===== src/hw/ufc_defines.svh =====
// Offsets, field positions, reset values and timing counts for the FIFO control mirror block.
`ifndef UFC_DEFINES_SVH
`define UFC_DEFINES_SVH

// =====================================================================
// Configuration index values
`define UFC_IDX_PORT3_MIRROR 8'h19
`define UFC_IDX_PORT4_MIRROR 8'h1a

// =====================================================================
// Runtime register offset from a port base address
`define UFC_FCR_OFFSET 3'h2

// =====================================================================
// Field positions
`define UFC_BIT_FIFO_EN 0
`define UFC_BIT_RX_RST 1
`define UFC_BIT_TX_RST 2
`define UFC_BIT_DMA 3
`define UFC_BIT_THR_LO 6
`define UFC_BIT_THR_HI 7
`define UFC_WRITABLE_MASK 8'hcf

// =====================================================================
// Reset values and threshold levels
`define UFC_MIRROR_RESET 8'h00
`define UFC_THR_CODE0 5'h01
`define UFC_THR_CODE1 5'h04
`define UFC_THR_CODE2 5'h08
`define UFC_THR_CODE3 5'h0e

// =====================================================================
// Base address window and clear cycle count
`define UFC_BASE_MIN 10'h100
`define UFC_BASE_MAX 10'h3f8
`define UFC_FIFO_CLEAR_CYCLES 1

`endif


===== src/hw/ufc_pkg.sv =====
// Types shared by the FIFO control mirror block.
package ufc_pkg;
  typedef enum logic [1:0] {
    UFC_IDLE,
    UFC_CLEAR
  } ufc_clr_state_type;
endpackage


===== src/hw/ufc_port_ctrl.sv =====
// One serial port's runtime FIFO control decode and mirror.
`timescale 1ns/1ps
`include "ufc_defines.svh"

module ufc_port_ctrl (
  input wire logic i_clk_sys,
  input wire logic i_srst,
  input wire logic [15:0] i_io_addr,
  input wire logic i_io_wr,
  input wire logic [7:0] i_io_wdata,
  input wire logic [9:0] i_base_addr,
  output logic [7:0] o_mirror,
  output logic o_fifo_en,
  output logic o_rx_clear,
  output logic o_tx_clear,
  output logic [4:0] o_rx_threshold
);

  logic [7:0] mirror_reg;
  logic [7:0] mirror_next;
  logic rx_clr_reg;
  logic rx_clr_next;
  logic tx_clr_reg;
  logic tx_clr_next;
  logic [4:0] thr_reg;
  logic [4:0] thr_next;
  ufc_pkg::ufc_clr_state_type st_reg;
  ufc_pkg::ufc_clr_state_type st_next;
  logic port_on;
  logic hit;

  // =====================================================================
  // Address decode
  always_comb begin
    // A port whose two top base bits are zero is disabled. [RL11]
    port_on = (i_base_addr[9:8] != 2'b00);
    hit = i_io_wr && port_on && (i_io_addr[15:10] == 6'h00) &&
          (i_io_addr[9:3] == i_base_addr[9:3]) &&
          (i_io_addr[2:0] == `UFC_FCR_OFFSET); // [RL3] [RL4]
  end

  // =====================================================================
  // Mirror and clear strobes
  always_comb begin
    mirror_next = mirror_reg;
    rx_clr_next = 1'b0;
    tx_clr_next = 1'b0;
    st_next = st_reg;
    thr_next = thr_reg;
    case (st_reg)
      ufc_pkg::UFC_IDLE: begin
        st_next = ufc_pkg::UFC_IDLE;
      end
      ufc_pkg::UFC_CLEAR: begin
        // The clear strobes last one cycle, then the reset bits drop. [RL6] [RL7] [RL12]
        mirror_next[`UFC_BIT_RX_RST] = 1'b0;
        mirror_next[`UFC_BIT_TX_RST] = 1'b0;
        st_next = ufc_pkg::UFC_IDLE;
      end
      default: begin
        st_next = ufc_pkg::UFC_IDLE;
      end
    endcase
    // A write in the clear cycle is still taken and wins over the self-clear,
    // so no software write to the control register is ever lost. [RL3] [RL4]
    if (hit) begin
      // Reserved bits are masked off so they always read zero. [RL9]
      mirror_next = i_io_wdata & `UFC_WRITABLE_MASK; // [RL3] [RL4] [RL5] [RL8]
      rx_clr_next = i_io_wdata[`UFC_BIT_RX_RST]; // [RL6]
      tx_clr_next = i_io_wdata[`UFC_BIT_TX_RST]; // [RL7]
      if (i_io_wdata[`UFC_BIT_RX_RST] || i_io_wdata[`UFC_BIT_TX_RST]) begin
        st_next = ufc_pkg::UFC_CLEAR;
      end
      case (i_io_wdata[`UFC_BIT_THR_HI:`UFC_BIT_THR_LO]) // [RL10]
        2'b00: thr_next = `UFC_THR_CODE0;
        2'b01: thr_next = `UFC_THR_CODE1;
        2'b10: thr_next = `UFC_THR_CODE2;
        default: thr_next = `UFC_THR_CODE3;
      endcase
    end
  end

  always_ff @(posedge i_clk_sys) begin
    if (i_srst) begin
      mirror_reg <= `UFC_MIRROR_RESET;
      rx_clr_reg <= 1'b0;
      tx_clr_reg <= 1'b0;
      thr_reg <= `UFC_THR_CODE0;
      st_reg <= ufc_pkg::UFC_IDLE;
    end else begin
      mirror_reg <= mirror_next;
      rx_clr_reg <= rx_clr_next;
      tx_clr_reg <= tx_clr_next;
      thr_reg <= thr_next;
      st_reg <= st_next;
    end
  end

  // The DMA bit is stored only for readback and drives nothing. [RL8]
  assign o_mirror = mirror_reg;
  assign o_fifo_en = mirror_reg[`UFC_BIT_FIFO_EN]; // [RL5]
  assign o_rx_clear = rx_clr_reg;
  assign o_tx_clear = tx_clr_reg;
  assign o_rx_threshold = thr_reg;

endmodule


===== src/hw/ufc_mirror_top.sv =====
// Top of the third and fourth port FIFO control mirror registers.
//
// What this block does
// RL1 - Port three mirror readable only in configuration state with index 19h.
// RL2 - Port four mirror readable only in configuration state with index 1Ah.
// RL3 - Port three mirror is read-only, updated by writes to base plus two.
// RL4 - Port four mirror is read-only, updated by writes to base plus two.
// RL5 - Bit zero enables both FIFOs and shows in the mirror.
// RL6 - Bit one empties receive FIFO, clears counters, then self-clears.
// RL7 - Bit two empties transmit FIFO, zeroes counters, then self-clears.
// RL8 - DMA mode bit is stored but changes nothing in port operation.
// RL9 - Mirror bits four and five always read zero.
// RL10 - Bits seven and six pick receive threshold 1, 4, 8 or 14 bytes.
// RL11 - Software places ports on 8-byte bounds; top bits zero disables port.
// RL12 - Mirror shows zero in bits one and two after the clear completes.
`timescale 1ns/1ps
`include "ufc_defines.svh"

module ufc_mirror_top (
  input wire logic i_clk_sys,
  input wire logic i_srst,
  input wire logic i_cfg_state,
  input wire logic [7:0] i_config_select_index,
  input wire logic i_cfg_rd,
  input wire logic [15:0] i_io_addr,
  input wire logic i_io_wr,
  input wire logic [7:0] i_io_wdata,
  input wire logic [9:0] i_port3_base,
  input wire logic [9:0] i_port4_base,
  output logic [7:0] o_cfg_rdata,
  output logic o_cfg_rvalid,
  output logic o_port3_fifo_en,
  output logic o_port3_rx_clear,
  output logic o_port3_tx_clear,
  output logic [4:0] o_port3_rx_threshold,
  output logic o_port4_fifo_en,
  output logic o_port4_rx_clear,
  output logic o_port4_tx_clear,
  output logic [4:0] o_port4_rx_threshold
);

  logic [7:0] rdata_reg;
  logic [7:0] rdata_next;
  logic rvalid_reg;
  logic rvalid_next;
  logic [9:0] port_base [2];
  logic [7:0] port_mirror [2];
  logic port_fifo_en [2];
  logic port_rx_clear [2];
  logic port_tx_clear [2];
  logic [4:0] port_rx_threshold [2];

  // =====================================================================
  // Port instances
  // Entry 0 serves the third port and entry 1 the fourth; each decodes the shared bus itself.
  assign port_base[0] = i_port3_base;
  assign port_base[1] = i_port4_base;

  generate
    for (genvar p = 0; p < 2; p++) begin : g_port
      ufc_port_ctrl u_port (
        .i_clk_sys(i_clk_sys),
        .i_srst(i_srst),
        .i_io_addr(i_io_addr),
        .i_io_wr(i_io_wr),
        .i_io_wdata(i_io_wdata),
        .i_base_addr(port_base[p]),
        .o_mirror(port_mirror[p]),
        .o_fifo_en(port_fifo_en[p]),
        .o_rx_clear(port_rx_clear[p]),
        .o_tx_clear(port_tx_clear[p]),
        .o_rx_threshold(port_rx_threshold[p])
      );
    end
  endgenerate

  assign o_port3_fifo_en = port_fifo_en[0];
  assign o_port3_rx_clear = port_rx_clear[0];
  assign o_port3_tx_clear = port_tx_clear[0];
  assign o_port3_rx_threshold = port_rx_threshold[0];
  assign o_port4_fifo_en = port_fifo_en[1];
  assign o_port4_rx_clear = port_rx_clear[1];
  assign o_port4_tx_clear = port_tx_clear[1];
  assign o_port4_rx_threshold = port_rx_threshold[1];

  // =====================================================================
  // Configuration read path
  // Outside configuration state or on another index the data reads zero, so a
  // stray read cannot leak the mirrors.
  always_comb begin
    rdata_next = 8'h00;
    rvalid_next = 1'b0;
    if (i_cfg_rd) begin
      rvalid_next = 1'b1;
      if (i_cfg_state && (i_config_select_index == `UFC_IDX_PORT3_MIRROR)) begin
        rdata_next = port_mirror[0]; // [RL1]
      end else if (i_cfg_state && (i_config_select_index == `UFC_IDX_PORT4_MIRROR)) begin
        rdata_next = port_mirror[1]; // [RL2]
      end
    end
  end

  always_ff @(posedge i_clk_sys) begin
    if (i_srst) begin
      rdata_reg <= 8'h00;
      rvalid_reg <= 1'b0;
    end else begin
      rdata_reg <= rdata_next;
      rvalid_reg <= rvalid_next;
    end
  end

  assign o_cfg_rdata = rdata_reg;
  assign o_cfg_rvalid = rvalid_reg;

endmodule


===== config.mk =====
export PLATFORM = sky130hd
export DESIGN_NAME = ufc_mirror_top
export DESIGN_NICKNAME = d
export VERILOG_FILES = /design/src/hw/ufc_pkg.sv /design/src/hw/ufc_port_ctrl.sv /design/src/hw/ufc_mirror_top.sv
export VERILOG_INCLUDE_DIRS = /design/src /design/src/hw
export SDC_FILE = /design/constraint.sdc
export NUM_CORES = 1
export LEC_CHECK = 0
export BUFFER_PORTS_ARGS = -buffer_cell sky130_fd_sc_hd__buf_2
export CAP_MARGIN = 40
export CORE_ASPECT_RATIO = 1.5
export CORE_UTILIZATION = 48
export DETAILED_ROUTE_END_ITERATION = 12
export GPL_ROUTABILITY_DRIVEN = 0
export PLACE_DENSITY = 0.81
export SLEW_MARGIN = 20
export SYNTH_ARGS = -nofsm -noshare
export SYNTH_HDL_FRONTEND = slang
export SYNTH_HIERARCHICAL = 1
export SYNTH_SLANG_ARGS = --single-unit

===== constraint.sdc =====
create_clock -name i_clk_sys -period 1.74 [get_ports i_clk_sys]
set_input_delay 0.174 -clock i_clk_sys [delete_from_list [all_inputs] [get_ports i_clk_sys]]
set_output_delay 0.174 -clock i_clk_sys [all_outputs]
set_load 0.01 [all_outputs]

After elaboration in Yosys (flattened, before gate mapping) --
Cells that the tools add are included.
Storage, ports and cells: register bits after elaboration 39, input bits 57, output and inout bits 25, logic and storage cells 57
Operators by class: eq/ne operators 9, mux-type cells 9, bitwise logic cells 3, reductions and logical operators 21
Operators by type and width (number):
- 8-bit by 5-bit equality test with 1-bit output, second input constant | 2
- 8-bit 2-to-1 mux | 2
- 7-bit equality test | 2
- 4-bit one-hot mux with 3 select lines | 1
- 1-bit logical AND | 10
- 2-bit nonzero test | 4
- 2-bit by 1-bit equality test with 1-bit output, second input constant | 3
- 6-bit zero test | 1
- 3-bit 2-to-1 mux | 2
- 2-bit OR reduction | 3
- 2-bit 2-to-1 mux | 2
- 3-bit by 2-bit equality test with 1-bit output, second input constant | 1
- 1-bit inverter | 3
- 3-bit OR reduction | 1
- 2-bit equality test, second input constant | 1
- 2-bit zero test | 1
- 1-bit 2-to-1 mux | 2
- 1-bit logical OR | 1

Logic depth before layout (Yosys ltp) --
word-level depth 7, mapped depth 4, mapped depth without buffers 4

By module --
The synthesis kept the hierarchy.
Modules (own cells, without submodules):
- ufc_port_ctrl | times used 2, cells each 76, area each 774.5 sq um, sequential area each 260.2 sq um
- ufc_mirror_top | times used 1, cells each 33, area each 387.9 sq um, sequential area each 180.2 sq um

Worst setup path before layout --
OpenSTA, ideal clock, no wires.
kind input port to flip-flop, from input i_io_addr[15], to register g_port[0].u_port.tx_clr_reg, setup time 0.073 ns, arrival time 1.314 ns, required time 1.667 ns, path slack 0.353 ns, stages 4, buffers on the path 0, cells stage by stage nor4b_4 nand3_4 or4_4 nor3b_2
Between the ends: cells in the longest elaborated chain, start to end 6
RTL lines:
- from (decl) | line ufc_mirror_top.sv:25 | input wire logic [15:0] i_io_addr,
- 6-bit zero test | line ufc_port_ctrl.sv:37 | hit = i_io_wr && port_on && (i_io_addr[15:10] == 6'h00) &&
- 1-bit logical AND (3 in a row) | line ufc_port_ctrl.sv:37
- 1-bit inverter (no line)
- 2-bit OR reduction (no line)
- to (signal assigned) | line ufc_port_ctrl.sv:93 | tx_clr_reg <= tx_clr_next;
- to (decl) | line ufc_port_ctrl.sv:23 | logic tx_clr_reg;
Every way passes these cells. A chain may end at the register's enable or synchronous reset.

Final worst setup path --
from input i_io_addr[7], to register g_port[1].u_port.thr_reg[1]
Between the ends: cells in the longest elaborated chain, start to end 3
RTL lines:
- 7-bit equality test | line ufc_port_ctrl.sv:38 | (i_io_addr[9:3] == i_base_addr[9:3]) &&
- 1-bit logical AND (2 in a row) | line ufc_port_ctrl.sv:37
- to (signal assigned) | line ufc_port_ctrl.sv:88 | thr_reg <= `UFC_THR_CODE0;
- to (signal assigned) | line ufc_port_ctrl.sv:94 | thr_reg <= thr_next;
- to (decl) | line ufc_port_ctrl.sv:25 | logic [4:0] thr_reg;
Every way passes these cells.

==> metrics.txt <==
FF-to-FF Start g_port[1].u_port/o_mirror[1]; Reg clk slew, reported paths 0.07 ns; Iter 0 DRT Violations 26; Cells after Synth 185; CTS tree built; Tmin final 1.339 ns; die area 4298 um2; initial antenna violation count 0; Final nets 320; DP Worst Slack 0.1288 ns; sequential power share 0.462; CTS max path bufs 2; worst-path cell chain buf_2 -> xnor2_1 -> o2111ai_1 -> or4_1 -> a21oi_1; Sw Ratio 0.2357; synth unique cells 36; Synth Area in Simple Gates 0.3385; IO Port Bufs 71; largest net degree at the start of global routing 19; TritonRoute pass-1 iters 4; Post-Syn Area 1937 um2; CP Capture Type register; antenna-violating nets left 0; worst ir drop on vdd 0.6127 mV; Clk pwr share 0.411; max reg flops 12; Pint 1.326 mW; post-CTS setup buffer count 0; unrepaired setup endpoints after global routing false; reg2reg path depth 2; YS warnings 6; Num CTS Buffers 5; Synth Area in Adders 0; max_cap viols 0; crit path DAT 1.55 ns; Fmax 0.7470 GHz; vias in the first global route 1622; max incr delay on CP 0.54 ns; Req. time, crit path 1.95 ns; most frequent cells in the layout buf_2, dfxtp_1, nor2_1; Synth area leader dfxtp_1; worst hold path depth 2; hold path startpoint i_cfg_rd; status complete, no violations; die height 79.80 um; area grow syn2layout 27.45%; syn_area_per_cell 10.47 um2; Combinational Power Share 0.127; Routed WL per cell 12.83 um; H-tree levels 2; via count 1661; share of cells above drive strength 1 0.4583; total grt overflow 0; post-synthesis compound-gate area fraction 0.1434; Final period util 0.7694; R2R setup slack 0.74 ns; ranking of synthesized cells by area dfxtp_1, xnor2_1, a22oi_2; main combinational cell family by area after synthesis simple AND/OR/NAND/NOR gates; Final WS setup 0.4013 ns; Hold Path Sink o_cfg_rvalid; crit path launch type input port; Clock Latency Late Sink 0.27 ns; post-synth top area share 0.3618; HPWL Detailed 3.260 mm; final setup fails 0; Initial Utilization 0.5165; Stages on worst setup path 5; Crit-path slowest cell or4_1; Cell Rows 27; DR vias/cell 5.410; reg2reg end g_port[1].u_port/o_mirror[1]; Resize count post-CTS 0; clk sink count 35; core footprint 3750 um2; DR DRC count 0; multiplexer share of the synthesized area 0.05168; drt total wl 3.939 mm; worst path bufs/invs 1; Hold Vio Cnt, Final 0; Slew Viols, Final 0; CTS root buf clkbuf_8; delay-heaviest family, CP simple AND/OR/NAND/NOR gates; Hold Crit Class input port to register; hold-fix buffers at CTS 0; Clock Skew 0.004505 ns; post-synthesis register bit count 35; crit path max fanout 4; power density cells 703.0 nW/um2; Ports 82; ANT cells 0; GRT Overall Usage 0.2010; leakage 0.9693 nW; setup tns final 0 ns; first-pass GRT wire length 6.499 mm; switching pwr 0.4090 mW; most common cell after layout, fill and taps aside buf_2; Post-Synth XOR/XNOR Area 0.05426; Die X 53.87 um; critical path class input port to register; Layout fillers 327; Seq/Total Area, Yosys 0.3618
## synth_stat cells
library cell / count
nor2_2: 2
nor4bb_1: 1
nand2b_1: 14
nand2_1: 5
nor4b_4: 4
nor3b_2: 4
nor3_2: 2
o2111ai_1: 4
conb_1: 2
nor3b_1: 1
and4_1: 2
buf_4: 8
or3b_2: 4
and3_2: 2
clkbuf_1: 2
o2bb2ai_1: 4
and4bb_1: 1
o2111a_1: 2
or4_4: 2
a22oi_2: 8
o21ai_0: 2
xnor2_1: 12
mux2i_1: 10
nor4_1: 2
and2b_2: 1
nor3_4: 2
and4bb_2: 1
a21oi_1: 6
nor2_1: 16
o31ai_1: 6
nor2b_1: 2
or4_1: 2
nand4_1: 10
nand3_4: 2
buf_6: 2
dfxtp_1: 35
## worst register-to-register path, stage by stage, from the launching register on
cell and delay (ns):
dfxtp_1 0.35, or3b_2 0.44, o2bb2ai_1 0.15
## metal layers
layer  part of all wire  vias up  wire [um]  global-route usage
met5                  0        -          0                   0
met4              0.025        0         97              0.1026
met3              0.037        8        145             0.02857
met2               0.56       46       2214              0.3852
met1               0.38      773       1482              0.1916
li1                   -      834          -                   -
## power by group through the flow
| stage | clock network [mW] | registers (mW) | logic, mW |
|---|---|---|---|
| after global placement | 0 | 0.820 | 0.216 |
| after CTS | 0.723 | 0.802 | 0.221 |
| after global routing | 0.765 | 0.802 | 0.242 |
| after floorplan | 0 | 0.821 | 0.122 |
| final | 0.713 | 0.802 | 0.221 |
| after detailed placement | 0 | 0.820 | 0.220 |
## cell families (layout without fill, tap and decap cells)
| group | after synthesis | count (layout) |
|---|---|---|
| and+or+nand+nor | 82 | 82 |
| DFF | 35 | 35 |
| AOI/OAI and AO/OA | 32 | 32 |
| xor gates and xnor gates | 12 | 12 |
| buffers and inverters | 12 | 87 |
| muxes | 10 | 10 |
| other | 2 | 6 |
## final cells by class
cell class              count  area (um2)  area share
repair buffers             79       440.4      0.1784
multi-input cells         142        1161      0.4703
clock inverters             3       43.79     0.01774
flip-flops and latches     35       700.7      0.2838
clock buffers               5       68.82     0.02788
well taps                  43       53.80     0.02179
## how the worst max path moves through the flow
| stage | start | end | slack [ns] |
|---|---|---|---|
| 6_report | i_io_addr[7] | g_port[1].u_port/o_rx_threshold[1] | 0.40 |
| 5_1_grt | i_io_addr[4] | g_port[0].u_port/o_rx_threshold[1] | 0.30 |
| 4_1_cts | i_io_addr[15] | g_port[0].u_port/o_tx_clear | 0.41 |
| 3_5_place_dp | i_io_addr[15] | g_port[1].u_port/o_tx_clear | 0.13 |
| 3_3_place_gp | i_io_addr[15] | g_port[0].u_port/o_tx_clear | 0.14 |
| 2_1_floorplan | i_io_addr[15] | g_port[0].u_port/o_tx_clear | 0.35 |
## through the flow
stage / cell area, um2 / util / std cells / total power [mW] / hold WS, ns
floorplan: 1952 / - / 189 / 0.9432 / 0.2909
detailed placement: 2356 / 0.6283 / 299 / 1.041 / 0.4283
global route: 2469 / 0.6583 / 307 / 1.809 / 0.1369
CTS: 2469 / 0.6583 / 307 / 1.746 / 0.1318
finish: 2469 / 0.6583 / 307 / 1.735 / 0.1358
global placement: 2356 / 0.6283 / 299 / 1.036 / 0.4157
Note: power is estimated with default switching activity, not from simulation.
